[config.mk]
export PLATFORM = sky130hd
export DESIGN_NAME = emt_bus_seq
export DESIGN_NICKNAME = d
export VERILOG_FILES = /design/src/rtl/emt_bus_seq.v /design/src/rtl/emt_len_calc.v
export VERILOG_INCLUDE_DIRS = /design/src /design/src/rtl
export SDC_FILE = /design/constraint.sdc
export NUM_CORES = 1
export LEC_CHECK = 0
export ABC_AREA = 1
export BUFFER_PORTS_ARGS = -buffer_cell sky130_fd_sc_hd__buf_2
export CAP_MARGIN = 20
export CELL_PAD_IN_SITES_DETAIL_PLACEMENT = 1
export CELL_PAD_IN_SITES_GLOBAL_PLACEMENT = 1
export CORE_MARGIN = 10
export CORE_UTILIZATION = 42
export DETAILED_ROUTE_END_ITERATION = 12
export PLACE_DENSITY = 0.84
export SYNTH_ARGS = -nofsm -noshare
export SYNTH_HDL_FRONTEND = slang
export SYNTH_SLANG_ARGS = --single-unit
[constraint.sdc]
create_clock -name core_clk_i -period 5.7 [get_ports core_clk_i]
set_input_delay 0.57 -clock core_clk_i [delete_from_list [all_inputs] [get_ports core_clk_i]]
set_output_delay 0.57 -clock core_clk_i [all_outputs]
set_load 0.03 [all_outputs]
[src/rtl/emt_defines.vh]
// Timing constants for the external static memory bus sequencer.
`ifndef EMT_DEFINES_VH
`define EMT_DEFINES_VH

// ============================================================
// Clock and bus period
// ============================================================
`define EMT_CLK_PERIOD_NS  8
`define EMT_BUS_PERIOD_NS  32
// Core clocks per bus period; one core clock is a quarter period.
`define EMT_TPP            (`EMT_BUS_PERIOD_NS / `EMT_CLK_PERIOD_NS)
`define EMT_QUARTER        (`EMT_TPP / 4)
`define EMT_HALF           (`EMT_TPP / 2)
`define EMT_THREE_QUARTER  ((`EMT_TPP * 3) / 4)

// ============================================================
// Widths and reset values
// ============================================================
`define EMT_WAIT_W         4
`define EMT_LEN_W          8
`define EMT_ADDR_W         21
`define EMT_DATA_W         16
`define EMT_ADDR_RST       21'h000000
`define EMT_DATA_RST       16'h0000

// ============================================================
// Sequencer states
// ============================================================
`define EMT_S_IDLE         3'h0
`define EMT_S_TURN         3'h1
`define EMT_S_SETUP        3'h2
`define EMT_S_ACT          3'h3
`define EMT_S_HOLD         3'h4

`endif

[src/rtl/emt_bus_seq.v]
// External static memory bus cycle sequencer.
// Overview of operation
// RQ1: Each phase is a fixed quarter fraction plus one period per wait count.
// RQ2: Write timing differs when the write active wait count is zero.
// RQ3: With zero write active waits, strobe asserts half period plus setup.
// RQ4: Write data stays driven a quarter period plus hold waits after strobe.
// RQ5: Address stays valid a quarter period plus hold waits after write.
// RQ6: Read strobe asserts with the address, delayed by read setup waits.
// RQ7: Read strobe drops one period plus setup and active waits later.
// RQ8: Address holds after read strobe for read hold waits only.
// RQ9: Read data is sampled on the edge that deasserts the read strobe.
// RQ10: Memory must present data by the read strobe deassertion edge.
// RQ11: Write to read gap is quarter period plus write hold, read setup.
// RQ12: Read to read strobe gap is read setup plus read hold periods.
// RQ13: With zero read setup and hold, back-to-back reads keep strobe low.
// RQ14: Write to write gap is three quarters or one period plus waits.
// RQ15: Read to write gap adds half or three quarters period, waits and turnaround controls.
// RQ16: Address lines do not change while no external cycle runs.
// RQ17: Wait counts come from configuration inputs held until rewritten.
`timescale 1ns/1ns
`include "emt_defines.vh"

module emt_bus_seq #(
	parameter AW = `EMT_ADDR_W,
	parameter DW = `EMT_DATA_W,
	parameter WW = `EMT_WAIT_W
) (
	// Clock and reset
	input  wire          core_clk_i,
	input  wire          rst_n_i,
	// Wait-state configuration
	input  wire [WW-1:0] read_setup_waits_i,
	input  wire [WW-1:0] read_active_waits_i,
	input  wire [WW-1:0] read_hold_waits_i,
	input  wire [WW-1:0] write_setup_waits_i,
	input  wire [WW-1:0] write_active_waits_i,
	input  wire [WW-1:0] write_hold_waits_i,
	input  wire [WW-1:0] turnaround_delay_ctl_i,
	input  wire [WW-1:0] base_turnaround_delay_ctl_i,
	// Request side
	input  wire          req_valid_i,
	input  wire          req_write_i,
	input  wire [AW-1:0] req_addr_i,
	input  wire [DW-1:0] req_wdata_i,
	output reg           req_taken_o,
	output reg           busy_o,
	output reg  [DW-1:0] rdata_o,
	output reg           rdata_valid_o,
	// Memory pins
	output reg  [AW-1:0] mem_addr_o,
	output reg  [DW-1:0] mem_data_o,
	output reg           mem_data_oe_o,
	input  wire [DW-1:0] mem_data_i,
	output reg           mem_rd_n_o,
	output reg           mem_wr_n_o
);

	localparam LW = `EMT_LEN_W;
	localparam [2:0] S_IDLE  = `EMT_S_IDLE;
	localparam [2:0] S_TURN  = `EMT_S_TURN;
	localparam [2:0] S_SETUP = `EMT_S_SETUP;
	localparam [2:0] S_ACT   = `EMT_S_ACT;
	localparam [2:0] S_HOLD  = `EMT_S_HOLD;

	// ============================================================
	// State
	// ============================================================
	reg  [2:0]    state;
	reg  [LW-1:0] cnt;
	reg           cur_wr;
	reg           prev_rd;
	reg  [AW-1:0] cur_addr;
	reg  [DW-1:0] cur_wdata;
	reg  [LW-1:0] l_setup;
	reg  [LW-1:0] l_act;
	reg  [LW-1:0] l_hold;

	reg  [2:0]    next_state;
	reg  [LW-1:0] next_cnt;
	reg           start;
	reg           cyc_end;
	reg           next_wr;
	reg           addr_load;

	wire [LW-1:0] c_turn;
	wire [LW-1:0] c_setup;
	wire [LW-1:0] c_act;
	wire [LW-1:0] c_hold;

	// Lengths follow the live configuration; they are latched at the
	// start of each cycle so a rewrite never tears a running cycle.
	emt_len_calc #(
		.WW (WW),
		.LW (LW)
	) u_len (
		.wr_i        (req_write_i),
		.prev_rd_i   (prev_rd),
		.rss_i       (read_setup_waits_i),
		.ras_i       (read_active_waits_i),
		.rsh_i       (read_hold_waits_i),
		.wss_i       (write_setup_waits_i),
		.was_i       (write_active_waits_i),
		.wsh_i       (write_hold_waits_i),
		.turn_i      (turnaround_delay_ctl_i),
		.base_turn_i (base_turnaround_delay_ctl_i),
		.turn_len_o  (c_turn),
		.setup_len_o (c_setup),
		.act_len_o   (c_act),
		.hold_len_o  (c_hold)
	);

	// ============================================================
	// Phase helpers
	// ============================================================
	// Next phase after st, skipping phases of zero length.
	function [2:0] follow;
		input [2:0]    st;
		input [LW-1:0] ls;
		input [LW-1:0] lh;
		begin
			case (st)
				S_TURN:  follow = (ls != {LW{1'b0}}) ? S_SETUP : S_ACT;
				S_SETUP: follow = S_ACT;
				S_ACT:   follow = (lh != {LW{1'b0}}) ? S_HOLD : S_IDLE;
				default: follow = S_IDLE;
			endcase
		end
	endfunction

	function [LW-1:0] len_of;
		input [2:0]    st;
		input [LW-1:0] lt;
		input [LW-1:0] ls;
		input [LW-1:0] la;
		input [LW-1:0] lh;
		begin
			case (st)
				S_TURN:  len_of = lt;
				S_SETUP: len_of = ls;
				S_ACT:   len_of = la;
				S_HOLD:  len_of = lh;
				default: len_of = {LW{1'b0}};
			endcase
		end
	endfunction

	// ============================================================
	// Next-state logic
	// ============================================================
	always @* begin
		next_state = state;
		next_cnt   = cnt;
		start      = 1'b0;
		cyc_end    = 1'b0;
		if (state != S_IDLE) begin
			if (cnt != {LW{1'b0}}) begin
				next_cnt = cnt - {{(LW-1){1'b0}}, 1'b1};
			end else begin
				next_state = follow(state, l_setup, l_hold);
				if (next_state == S_IDLE) begin
					cyc_end = 1'b1;
				end else begin
					next_cnt = len_of(next_state, {LW{1'b0}}, l_setup,
					                  l_act, l_hold) -
					           {{(LW-1){1'b0}}, 1'b1};
				end
			end
		end
		// A new cycle may begin on the very edge the last one ends, so
		// gaps are set only by the hold, turnaround and setup phases.  // see RQ12
		if ((state == S_IDLE || cyc_end) && req_valid_i) begin
			start      = 1'b1;
			next_state = (c_turn != {LW{1'b0}}) ? S_TURN :
			             follow(S_TURN, c_setup, c_hold);
			next_cnt   = len_of(next_state, c_turn, c_setup, c_act,
			                    c_hold) - {{(LW-1){1'b0}}, 1'b1};
		end
		next_wr   = start ? req_write_i : cur_wr;
		// Address moves only when a cycle's address phase begins.
		addr_load = start ? (next_state != S_TURN) :            // see RQ16
		            (state == S_TURN && next_state != S_TURN);
	end

	// ============================================================
	// Sequencer registers
	// ============================================================
	always @(posedge core_clk_i or negedge rst_n_i) begin
		if (!rst_n_i) begin
			state     <= S_IDLE;
			cnt       <= {LW{1'b0}};
			cur_wr    <= 1'b0;
			prev_rd   <= 1'b0;
			cur_addr  <= `EMT_ADDR_RST;
			cur_wdata <= `EMT_DATA_RST;
			l_setup   <= {LW{1'b0}};
			l_act     <= {LW{1'b0}};
			l_hold    <= {LW{1'b0}};
		end else begin
			state <= next_state;
			cnt   <= next_cnt;
			if (start) begin
				cur_wr    <= req_write_i;
				prev_rd   <= !req_write_i;
				cur_addr  <= req_addr_i;
				cur_wdata <= req_wdata_i;
				l_setup   <= c_setup;                           // see RQ17
				l_act     <= c_act;
				l_hold    <= c_hold;
			end
		end
	end

	// ============================================================
	// Pin and user outputs
	// ============================================================
	// Phases in which the write data are driven; the address pins are driven in every phase.  The
	// enable drops with the hold phase, so the data bus is free again
	// by the edge at which a following read strobe can assert.
	function drives;
		input [2:0] st;
		begin
			case (st)
				S_SETUP: drives = 1'b1;
				S_ACT:   drives = 1'b1;
				S_HOLD:  drives = 1'b1;
				default: drives = 1'b0;
			endcase
		end
	endfunction

	reg           next_rd_on;
	reg           next_wr_on;
	reg           next_oe;
	reg           take_data;

	// Pin values are decoded from the next phase so that every pin
	// is a plain flip-flop with no gate behind it.
	always @* begin
		next_rd_on = (next_state == S_ACT) && !next_wr;
		next_wr_on = (next_state == S_ACT) && next_wr;
		next_oe    = next_wr && drives(next_state);
		take_data  = (state == S_ACT) && (cnt == {LW{1'b0}}) && !cur_wr;
	end

	// ============================================================
	// Address and data pins
	// ============================================================
	always @(posedge core_clk_i or negedge rst_n_i) begin
		if (!rst_n_i) begin
			mem_addr_o    <= `EMT_ADDR_RST;
			mem_data_o    <= `EMT_DATA_RST;
			mem_data_oe_o <= 1'b0;
		end else begin
			if (addr_load) begin
				mem_addr_o <= start ? req_addr_i : cur_addr;
				if (next_wr) begin
					mem_data_o <= start ? req_wdata_i : cur_wdata;
				end
			end
			// Data and address stay until the hold phase ends.  // see RQ4
			mem_data_oe_o <= next_oe;                          // see RQ5
		end
	end

	// ============================================================
	// Strobe pins
	// ============================================================
	// A read that runs into another read with no setup or hold never
	// lifts its strobe, since the next phase is again the active one.
	always @(posedge core_clk_i or negedge rst_n_i) begin
		if (!rst_n_i) begin
			mem_rd_n_o <= 1'b1;
			mem_wr_n_o <= 1'b1;
		end else begin
			mem_rd_n_o <= !next_rd_on;                          // see RQ13
			mem_wr_n_o <= !next_wr_on;                          // see RQ14
		end
	end

	// ============================================================
	// User side outputs
	// ============================================================
	always @(posedge core_clk_i or negedge rst_n_i) begin
		if (!rst_n_i) begin
			req_taken_o   <= 1'b0;
			busy_o        <= 1'b0;
			rdata_o       <= `EMT_DATA_RST;
			rdata_valid_o <= 1'b0;
		end else begin
			req_taken_o   <= start;
			busy_o        <= (next_state != S_IDLE);
			// The pins are stable by this edge, so no synchroniser is
			// used; a sync stage would sample after the strobe lifts.
			rdata_valid_o <= 1'b0;
			if (take_data) begin
				rdata_o       <= mem_data_i;                    // see RQ9
				rdata_valid_o <= 1'b1;                          // see RQ10
			end
		end
	end

	// Gaps arise from phase lengths: write hold then read setup gives
	// the write-to-read spacing.  // see RQ11

endmodule

[src/rtl/emt_len_calc.v]
// Phase length calculator for one external memory bus cycle.
`timescale 1ns/1ns
`include "emt_defines.vh"

module emt_len_calc #(
	parameter WW = `EMT_WAIT_W,
	parameter LW = `EMT_LEN_W
) (
	// Cycle kind
	input  wire          wr_i,
	input  wire          prev_rd_i,
	// Wait counts
	input  wire [WW-1:0] rss_i,
	input  wire [WW-1:0] ras_i,
	input  wire [WW-1:0] rsh_i,
	input  wire [WW-1:0] wss_i,
	input  wire [WW-1:0] was_i,
	input  wire [WW-1:0] wsh_i,
	input  wire [WW-1:0] turn_i,
	input  wire [WW-1:0] base_turn_i,
	// Lengths in core clocks
	output wire [LW-1:0] turn_len_o,
	output wire [LW-1:0] setup_len_o,
	output wire [LW-1:0] act_len_o,
	output wire [LW-1:0] hold_len_o
);

	localparam integer  P_I  = `EMT_TPP;
	localparam integer  Q1_I = `EMT_QUARTER;
	localparam integer  Q2_I = `EMT_HALF;
	localparam integer  Q3_I = `EMT_THREE_QUARTER;
	localparam [LW-1:0] P    = P_I[LW-1:0];
	localparam [LW-1:0] Q1   = Q1_I[LW-1:0];
	localparam [LW-1:0] Q2   = Q2_I[LW-1:0];
	localparam [LW-1:0] Q3   = Q3_I[LW-1:0];

	function [LW-1:0] per;
		input [WW-1:0] w;
		per = P * {{(LW-WW){1'b0}}, w};
	endfunction

	wire was_zero = (was_i == {WW{1'b0}});

	// Fixed quarter fractions plus whole periods per wait.  // see RQ1
	assign setup_len_o = wr_i ? ((was_zero ? Q2 : Q3) + per(wss_i)) // see RQ3
	                          : per(rss_i);                        // see RQ6
	assign act_len_o   = wr_i ? (was_zero ? Q1 : per(was_i))       // see RQ2
	                          : (P + per(ras_i));                  // see RQ7
	assign hold_len_o  = wr_i ? (Q1 + per(wsh_i))                  // see RQ4
	                          : per(rsh_i);                        // see RQ8
	// A write after a read waits the two turnaround controls.
	assign turn_len_o  = (wr_i && prev_rd_i) ?
	                     (per(turn_i) + per(base_turn_i)) :        // see RQ15
	                     {LW{1'b0}};

endmodule

==> results of run 1 <==
==> cell usage in the layout (no fill, tap or decap), types with 2 or more instances in the layout <==
master / count
sky130_fd_sc_hd__nand2_1: 299
sky130_fd_sc_hd__buf_2: 146
sky130_fd_sc_hd__dfrtp_1: 123
sky130_fd_sc_hd__nor2_1: 61
sky130_fd_sc_hd__inv_1: 53
sky130_fd_sc_hd__nand3_1: 40
sky130_fd_sc_hd__o21ai_0: 22
sky130_fd_sc_hd__a31oi_1: 22
sky130_fd_sc_hd__clkbuf_16: 17
sky130_fd_sc_hd__o21ai_2: 12
sky130_fd_sc_hd__a21oi_1: 8
sky130_fd_sc_hd__nand4_1: 7
sky130_fd_sc_hd__ha_1: 6
sky130_fd_sc_hd__o21ai_1: 5
sky130_fd_sc_hd__nand2_2: 4
sky130_fd_sc_hd__clkbuf_8: 4
sky130_fd_sc_hd__clkbuf_1: 4
sky130_fd_sc_hd__nor2_2: 3
sky130_fd_sc_hd__clkinv_1: 3
sky130_fd_sc_hd__buf_4: 3
sky130_fd_sc_hd__inv_2: 2
sky130_fd_sc_hd__a21oi_4: 2
sky130_fd_sc_hd__clkinvlp_4: 2
sky130_fd_sc_hd__dfstp_2: 2
==> worst min path at each step <==
stage	slack (ns)	from	to	cells after the start
after global placement	0.46	cur_addr[7]	cur_addr[7]	2
after global routing	0.35	mem_data_i[11]	rdata_o[11]	3
after CTS	0.33	rst_n_i	busy_o	1
after detailed placement	0.46	cur_wdata[12]	cur_wdata[12]	2
final	0.30	rst_n_i	busy_o	1
after floorplan	0.27	rst_n_i	busy_o	0
==> power by group through the flow <==
stage,combinational (uW),clock [uW],sequential [uW]
after floorplan,556,0,1580
after global placement,1200,0,1290
after detailed placement,1250,0,1290
after CTS,1270,1030,1290
after global routing,1390,1080,1320
final,1260,1020,1290
==> flip-flops by register name, indices dropped and copies added (netlist names), 3 cells and up <==
name / flops
cur_addr: 21
mem_addr_o: 21
cur_wdata: 16
mem_data_o: 16
rdata_o: 16
cnt: 8
l_act: 6
l_setup: 6
l_hold: 4
state: 3
==> metrics by stage <==
step / hold WS (ns) / total power [uW] / worst slack (ns) / util, % / instances
2_1_floorplan: 0.274 / 2140 / 3.01 / - / 710
3_3_place_gp: 0.457 / 2480 / 1.88 / 49.4 / 1011
3_5_place_dp: 0.464 / 2540 / 1.68 / 49.4 / 1011
4_1_cts: 0.334 / 3590 / 1.79 / 53.6 / 1041
5_1_grt: 0.348 / 3790 / 2.04 / 53.7 / 1042
6_report: 0.298 / 3560 / 2.34 / 53.7 / 1042
==> metal layers <==
metal	track usage (%)	vias to the layer above	part of all wire, %
met1	22.8	2627	42
li1	-	2531	-
met3	5.57	18	4.2
met5	0	-	0
met4	5.21	0	1.1
met2	34.2	103	53
==> logic make-up (layout without fill, tap and decap cells) <==
logic type,count (synthesis),in the layout,share of synthesized area [%]
compound gates,73,73,8.08
xor+xnor,2,2,0.304
fa+ha+maj,7,7,1.65
buf+inv,82,238,6.14
flops,125,125,54.3
simple gates,421,421,29.5
==> synth_stat cells <==
cell type and number:
sky130_fd_sc_hd__o21bai_1 1, sky130_fd_sc_hd__buf_2 7, sky130_fd_sc_hd__o211ai_1 1, sky130_fd_sc_hd__dfrtp_1 123, sky130_fd_sc_hd__o21ai_0 22, sky130_fd_sc_hd__a21oi_1 8, sky130_fd_sc_hd__nor2_1 61, sky130_fd_sc_hd__nand2_4 1
sky130_fd_sc_hd__nand4_1 7, sky130_fd_sc_hd__nand2_1 299, sky130_fd_sc_hd__inv_2 2, sky130_fd_sc_hd__or2_0 1, sky130_fd_sc_hd__o21ai_2 12, sky130_fd_sc_hd__nand3_1 40, sky130_fd_sc_hd__nand2_2 4, sky130_fd_sc_hd__dfstp_2 2
sky130_fd_sc_hd__clkinv_1 3, sky130_fd_sc_hd__xor2_1 1, sky130_fd_sc_hd__a21oi_4 2, sky130_fd_sc_hd__o21ai_1 5, sky130_fd_sc_hd__nand3_2 1, sky130_fd_sc_hd__nor4_1 1, sky130_fd_sc_hd__buf_6 2, sky130_fd_sc_hd__inv_1 53
sky130_fd_sc_hd__buf_1 5, sky130_fd_sc_hd__xnor2_1 1, sky130_fd_sc_hd__nor2_2 3, sky130_fd_sc_hd__buf_4 6, sky130_fd_sc_hd__clkbuf_1 4, sky130_fd_sc_hd__nand3b_1 1, sky130_fd_sc_hd__and2_4 1, sky130_fd_sc_hd__a31oi_1 22
sky130_fd_sc_hd__ha_1 6, sky130_fd_sc_hd__nor2_4 1, sky130_fd_sc_hd__fa_1 1
==> area by class of cell <==
cell class	instances	area, sq um	share of cell area [%]
inverter	58	218	3.03
multi-input combinational	503	2280	31.8
timing repair buffer	150	773	10.8
clock inverter	5	58.8	0.820
sequential	125	3130	43.6
clock buffer	25	495	6.91
tap	176	220	3.07
==> impl_metrics.yaml, run 1 <==
setup_path:
  setup.worst_path.start_class: "flip-flop"
  cp_common_cell: "sky130_fd_sc_hd__nand2_1"
  crit_path_end_kind: "flip-flop"
  critical_path.max_fanout: 36
  cpPeakStageDelay_ns: 0.62
  critPathCapture: "mem_data_o[9]"
  critical_path.n_buffers_inverters: 1
  worst-setup-path-type: "reg -> reg"
  critPathTopFamily: "simple AND/OR/NAND/NOR gates"
  worstPathCellList: "nor2_1 -> nand2_1 -> nor2_2 -> nand3_2 -> a21oi_4 -> buf_4 -> o21ai_0 -> and2_4 -> nand2_1 -> o21ai_2"
  worst_path_arrival_time_ns: 3.64
  crit_cells: 10
  r2r_slack_ns: 2.34
  cp_slowest_cell: "sky130_fd_sc_hd__a21oi_4"
  worst_r2r_path_depth: 10
  worst_r2r_startpoint: "cnt[3]"
  reg2reg_to: "mem_data_o[9]"
  worst_setup_path_startpoint: "cnt[3]"
  crit_required_ns: 5.98
final_layout:
  layout.nets: 951
  antenna-diode-count: 0
  area_delta_synth_final_pct: 24.5
  drive_above_1_share_pct: 23.7
  fill_cells: 1694
  final_instance_area_sq_um: 7170
power:
  seq_power_share_pct: 36.1
  power.internal_uw: 2160
  power.density_cell_area_nw_per_um2: 497
  swShare_pct: 39.2
  power.combinational.fraction_pct: 35.4
  clockPowerShare_pct: 28.5
  ir_drop_uv: 313
  power.switching_uw: 1400
  power.static_leakage_uw: 0.00378
timing:
  fin_tns_setup_ns: 0
  slew_violations: 0
  hold_violations: 0
  max_clock_freq_mhz: 298
  setup_viol_count_final: 0
  share_of_the_clock_period_used_by_the_worst_path_pct: 58.9
  max_slew_margin_vs_limit_pct: 37.3
  clock_skews_ns: 0.0111
  post-route-min-period_ns: 3.36
  rsz0062_at_grt: "no"
  transition_time_at_the_pin_with_the_least_slew_margin_ns: 0.941
global_route:
  grt_pass1_wl_mm: 29.2
  number_of_antenna_violations_at_the_first_check_in_global_routing: 0
  grtUsageTotal_pct: 19.5
  first_global_vias: 5962
  grt_overflow: 0
  grt_max_degree: 72
clock_network:
  cts_resized: 0
  cts_setup_buffers: 0
  cts_tree: "built"
  cts_num_sinks: 125
  clock_tree.root_cell: "sky130_fd_sc_hd__clkbuf_16"
  clockBufferDepth: 2
  cts-buffers-inserted: 17
  cts_hold_buffers_added: 0
  cts.reportedPaths.clkPinSlew_ns: 0.05
  insertion_delay_ns: 0.42
  ctsHtreeMaxLevel: 4
routing:
  drt-pass1-iter-count: 4
  initialDrtViolationCount: 231
  detail_route.drc_violations: 0
  routed_wl_mm: 17.7
  via_per_inst: 5.07
  wire_per_inst_um: 17.0
  antenna_violating_nets_remaining: 0
  vias: 5279
die:
  initial_cell_density_of_the_core_pct: 43.2
  core_area_sq_um: 13300
  die_x_um: 137
  die_area_sq_um: 18800
  num_io_pins: 148
  placementRows: 42
  floorplan.die.height_um: 137
synthesis:
  yosys_warnings: 0
  synth.net_count: 806
  syn-instance-count: 710
  syn_area_sq_um: 5760
  synthesis.area_per_instance_sq_um: 8.12
  yosysSeqAreaShare_pct: 54.3
  area_share_of_the_leading_cell_type_in_the_synthesized_netlist_pct: 53.4
  post-synth-top-area-cell: "sky130_fd_sc_hd__dfrtp_1"
  synth_area_leaders: "sky130_fd_sc_hd__dfrtp_1, sky130_fd_sc_hd__nand2_1, sky130_fd_sc_hd__nor2_1, sky130_fd_sc_hd__nand3_1, sky130_fd_sc_hd__inv_1"
  ys_types: 35
  synth-seq-cells: 125
placement:
  place.detailed.hpwl_mm: 12.8
  gp_routability_congestion: 0.824
  postPlaceCellArea_sq_um: 6600
  number_of_i_o_port_buffers: 147
flow_run:
  count_of_maximum_capacitance_violations: 0
outcome:
  status: "complete, no violations"
worst_hold_path:
  min-delay-path-class: "in -> async"
Note: power is estimated with default switching activity, not from simulation.
==> run 2: changes to the inputs <==
--- a/config.mk
+++ b/config.mk
@@ -12,9 +12,9 @@
 export CELL_PAD_IN_SITES_DETAIL_PLACEMENT = 1
 export CELL_PAD_IN_SITES_GLOBAL_PLACEMENT = 1
 export CORE_MARGIN = 10
-export CORE_UTILIZATION = 42
+export CORE_UTILIZATION = 39
 export DETAILED_ROUTE_END_ITERATION = 12
-export PLACE_DENSITY = 0.84
+export PLACE_DENSITY = 0.79
 export SYNTH_ARGS = -nofsm -noshare
 export SYNTH_HDL_FRONTEND = slang
 export SYNTH_SLANG_ARGS = --single-unit
==> constraint.sdc (replaced) <==
create_clock -name core_clk_i -period 3.3 [get_ports core_clk_i]
set_input_delay 0.33 -clock core_clk_i [delete_from_list [all_inputs] [get_ports core_clk_i]]
set_output_delay 0.33 -clock core_clk_i [all_outputs]
set_load 0.03 [all_outputs]
==> run 2 against run 1 <==
Net effect: hold slack worse by 0.19 ns; global-route usage fell by 1.4 points; sequential share of layout area decreased by 0.67 points; flip-flop and latch count is the same; cell count rose by 1.4%; via count is 0.25% lower; final area up 1.6%; clock skew barely moved; die area increased by 6.5%; count of clock-buffer cells in the layout fell by 5; total power is 78% higher; highest routed layer unchanged.
==> impl_metrics.yaml, run 2 (same netlist as run 1, synthesis figures left out) <==
outcome:
  status: "complete, no violations"
setup_path:
  worstPathCellList: "nand2_1 -> nor2_2 -> nand2_1 -> nand3_2 -> a21oi_4 -> buf_4 -> o21ai_0 -> and2_4 -> nand2_1 -> o21ai_0"
  cpPeakStageDelay_ns: 0.52
  cp_slowest_cell: "sky130_fd_sc_hd__o21ai_0"
  setup.worst_path.start_class: "flip-flop"
  crit_path_end_kind: "flip-flop"
  crit_required_ns: 3.63
  critical_path.max_fanout: 32
  cp_common_cell: "sky130_fd_sc_hd__nand2_1"
  worst_setup_path_startpoint: "state[1]"
  worst_path_arrival_time_ns: 2.96
  r2r_slack_ns: 0.67
  worst_r2r_startpoint: "state[1]"
  worst-setup-path-type: "reg -> reg"
worst_hold_path:
  worst_hold_start: "mem_data_i[13]"
  min-delay-path-class: "in -> reg"
global_route:
  grt_overflow: 0
  grt_pass1_wl_mm: 29.4
  number_of_antenna_violations_at_the_first_check_in_global_routing: 0
  grt_max_degree: 80
  grtUsageTotal_pct: 18.1
  first_global_vias: 6062
timing:
  max_slew_margin_vs_limit_pct: 54.3
  max_clock_freq_mhz: 381
  slew_violations: 0
  rsz0062_at_grt: "no"
  fin_tns_setup_ns: 0
  fin_hold_ws_ns: 0.104
  clock_skews_ns: 0.0116
  share_of_the_clock_period_used_by_the_worst_path_pct: 79.6
  setup_viol_count_final: 0
  transition_time_at_the_pin_with_the_least_slew_margin_ns: 0.684
  post-route-min-period_ns: 2.63
  hold_violations: 0
clock_network:
  clockBufferDepth: 2
  cts.reportedPaths.clkPinSlew_ns: 0.06
  cts_resized: 0
  cts_num_sinks: 125
  cts_setup_buffers: 0
  cts-buffers-inserted: 17
  cts_tree: "built"
  cts_hold_buffers_added: 1
  clock_tree.root_cell: "sky130_fd_sc_hd__clkbuf_16"
  insertion_delay_ns: 0.42
  ctsHtreeMaxLevel: 4
final_layout:
  ff_latch_area_sq_um: 3130
  drive_above_1_share_pct: 24.5
  commonest_non_fill_non_tap_cell_in_the_layout: "sky130_fd_sc_hd__nand2_1"
  antenna-diode-count: 0
  final_instance_area_sq_um: 7290
  fill_cells: 1810
  biggestRegsByFlops: "cur_addr x21, mem_addr_o x21"
  area_delta_synth_final_pct: 26.4
  mostFrequentLayoutCells: "sky130_fd_sc_hd__nand2_1, sky130_fd_sc_hd__buf_2, sky130_fd_sc_hd__dfrtp_1, sky130_fd_sc_hd__nor2_1, sky130_fd_sc_hd__inv_1"
  layout.nets: 956
  footprint_of_the_multi_input_gates_sq_um: 2280
routing:
  vias: 5266
  antenna_violating_nets_remaining: 0
  initialDrtViolationCount: 221
  detail_route.drc_violations: 0
  wire_per_inst_um: 17.0
  routed_wl_mm: 18.0
  via_per_inst: 4.98
  drt-pass1-iter-count: 6
die:
  floorplan.die.height_um: 142
  num_io_pins: 148
  die_area_sq_um: 20000
  die_x_um: 142
  placementRows: 44
  core_area_sq_um: 14500
  initial_cell_density_of_the_core_pct: 39.7
flow_run:
  count_of_maximum_capacitance_violations: 0
placement:
  number_of_i_o_port_buffers: 147
  place.detailed.hpwl_mm: 13.3
  postPlaceCellArea_sq_um: 6660
  gp_routability_congestion: 0.841
power:
  ir_drop_uv: 501
  power.density_cell_area_nw_per_um2: 869
  total_power_uw: 6330
  power.static_leakage_uw: 0.00384
[run 2: metrics by stage]
stage | worst slack [ns] | std cells | util, %
after floorplan | 0.855 | 710 | -
after global placement | 0.531 | 1024 | 45.8
after detailed placement | 0.385 | 1024 | 45.8
after CTS | 0.653 | 1057 | 50.1
after global routing | 0.402 | 1057 | 50.1
final | 0.674 | 1057 | 50.1
[run 2: power breakdown]
group          total (uW)  internal [uW]  leakage [uW]  switching, uW
Clock                1940           1230      0.000297            709
Combinational        2150            656       0.00208           1500
Sequential           2240           1970       0.00147            262
Total                6330           3860       0.00384           2470
[run 2: final timing paths]
check,end,cells past startpoint
min in group asynchronous,busy_o,2
min,rdata_o[13],3
max,mem_data_o[1],10
min reg2reg,rdata_o[13],2
max reg2reg,mem_data_o[1],10
max in group asynchronous,cur_addr[11],3
[run 2: critical path: cells and delay by family, from the launching register on]
family          cells  cell delay, ns
buf+inv             1            0.25
compound gates      3            0.70
simple gates        6            1.15
flops               1            0.41
[run 2: final cells by class]
class | instances | area share [%]
Tap cell | 184 | 3.16
Timing Repair Buffer | 155 | 11.2
Multi-Input combinational cell | 503 | 31.3
Clock inverter | 12 | 2.18
Clock buffer | 20 | 6.27
Inverter | 58 | 2.99
Sequential cell | 125 | 43.0
[run 2: layer usage]
| metal | track usage [%] | part of all wire (%) |
|---|---|---|
| met2 | 31.9 | 53 |
| met4 | 6.78 | 2.2 |
| met3 | 5.04 | 3.8 |
| met1 | 20.3 | 41 |
| met5 | 0 | 0 |
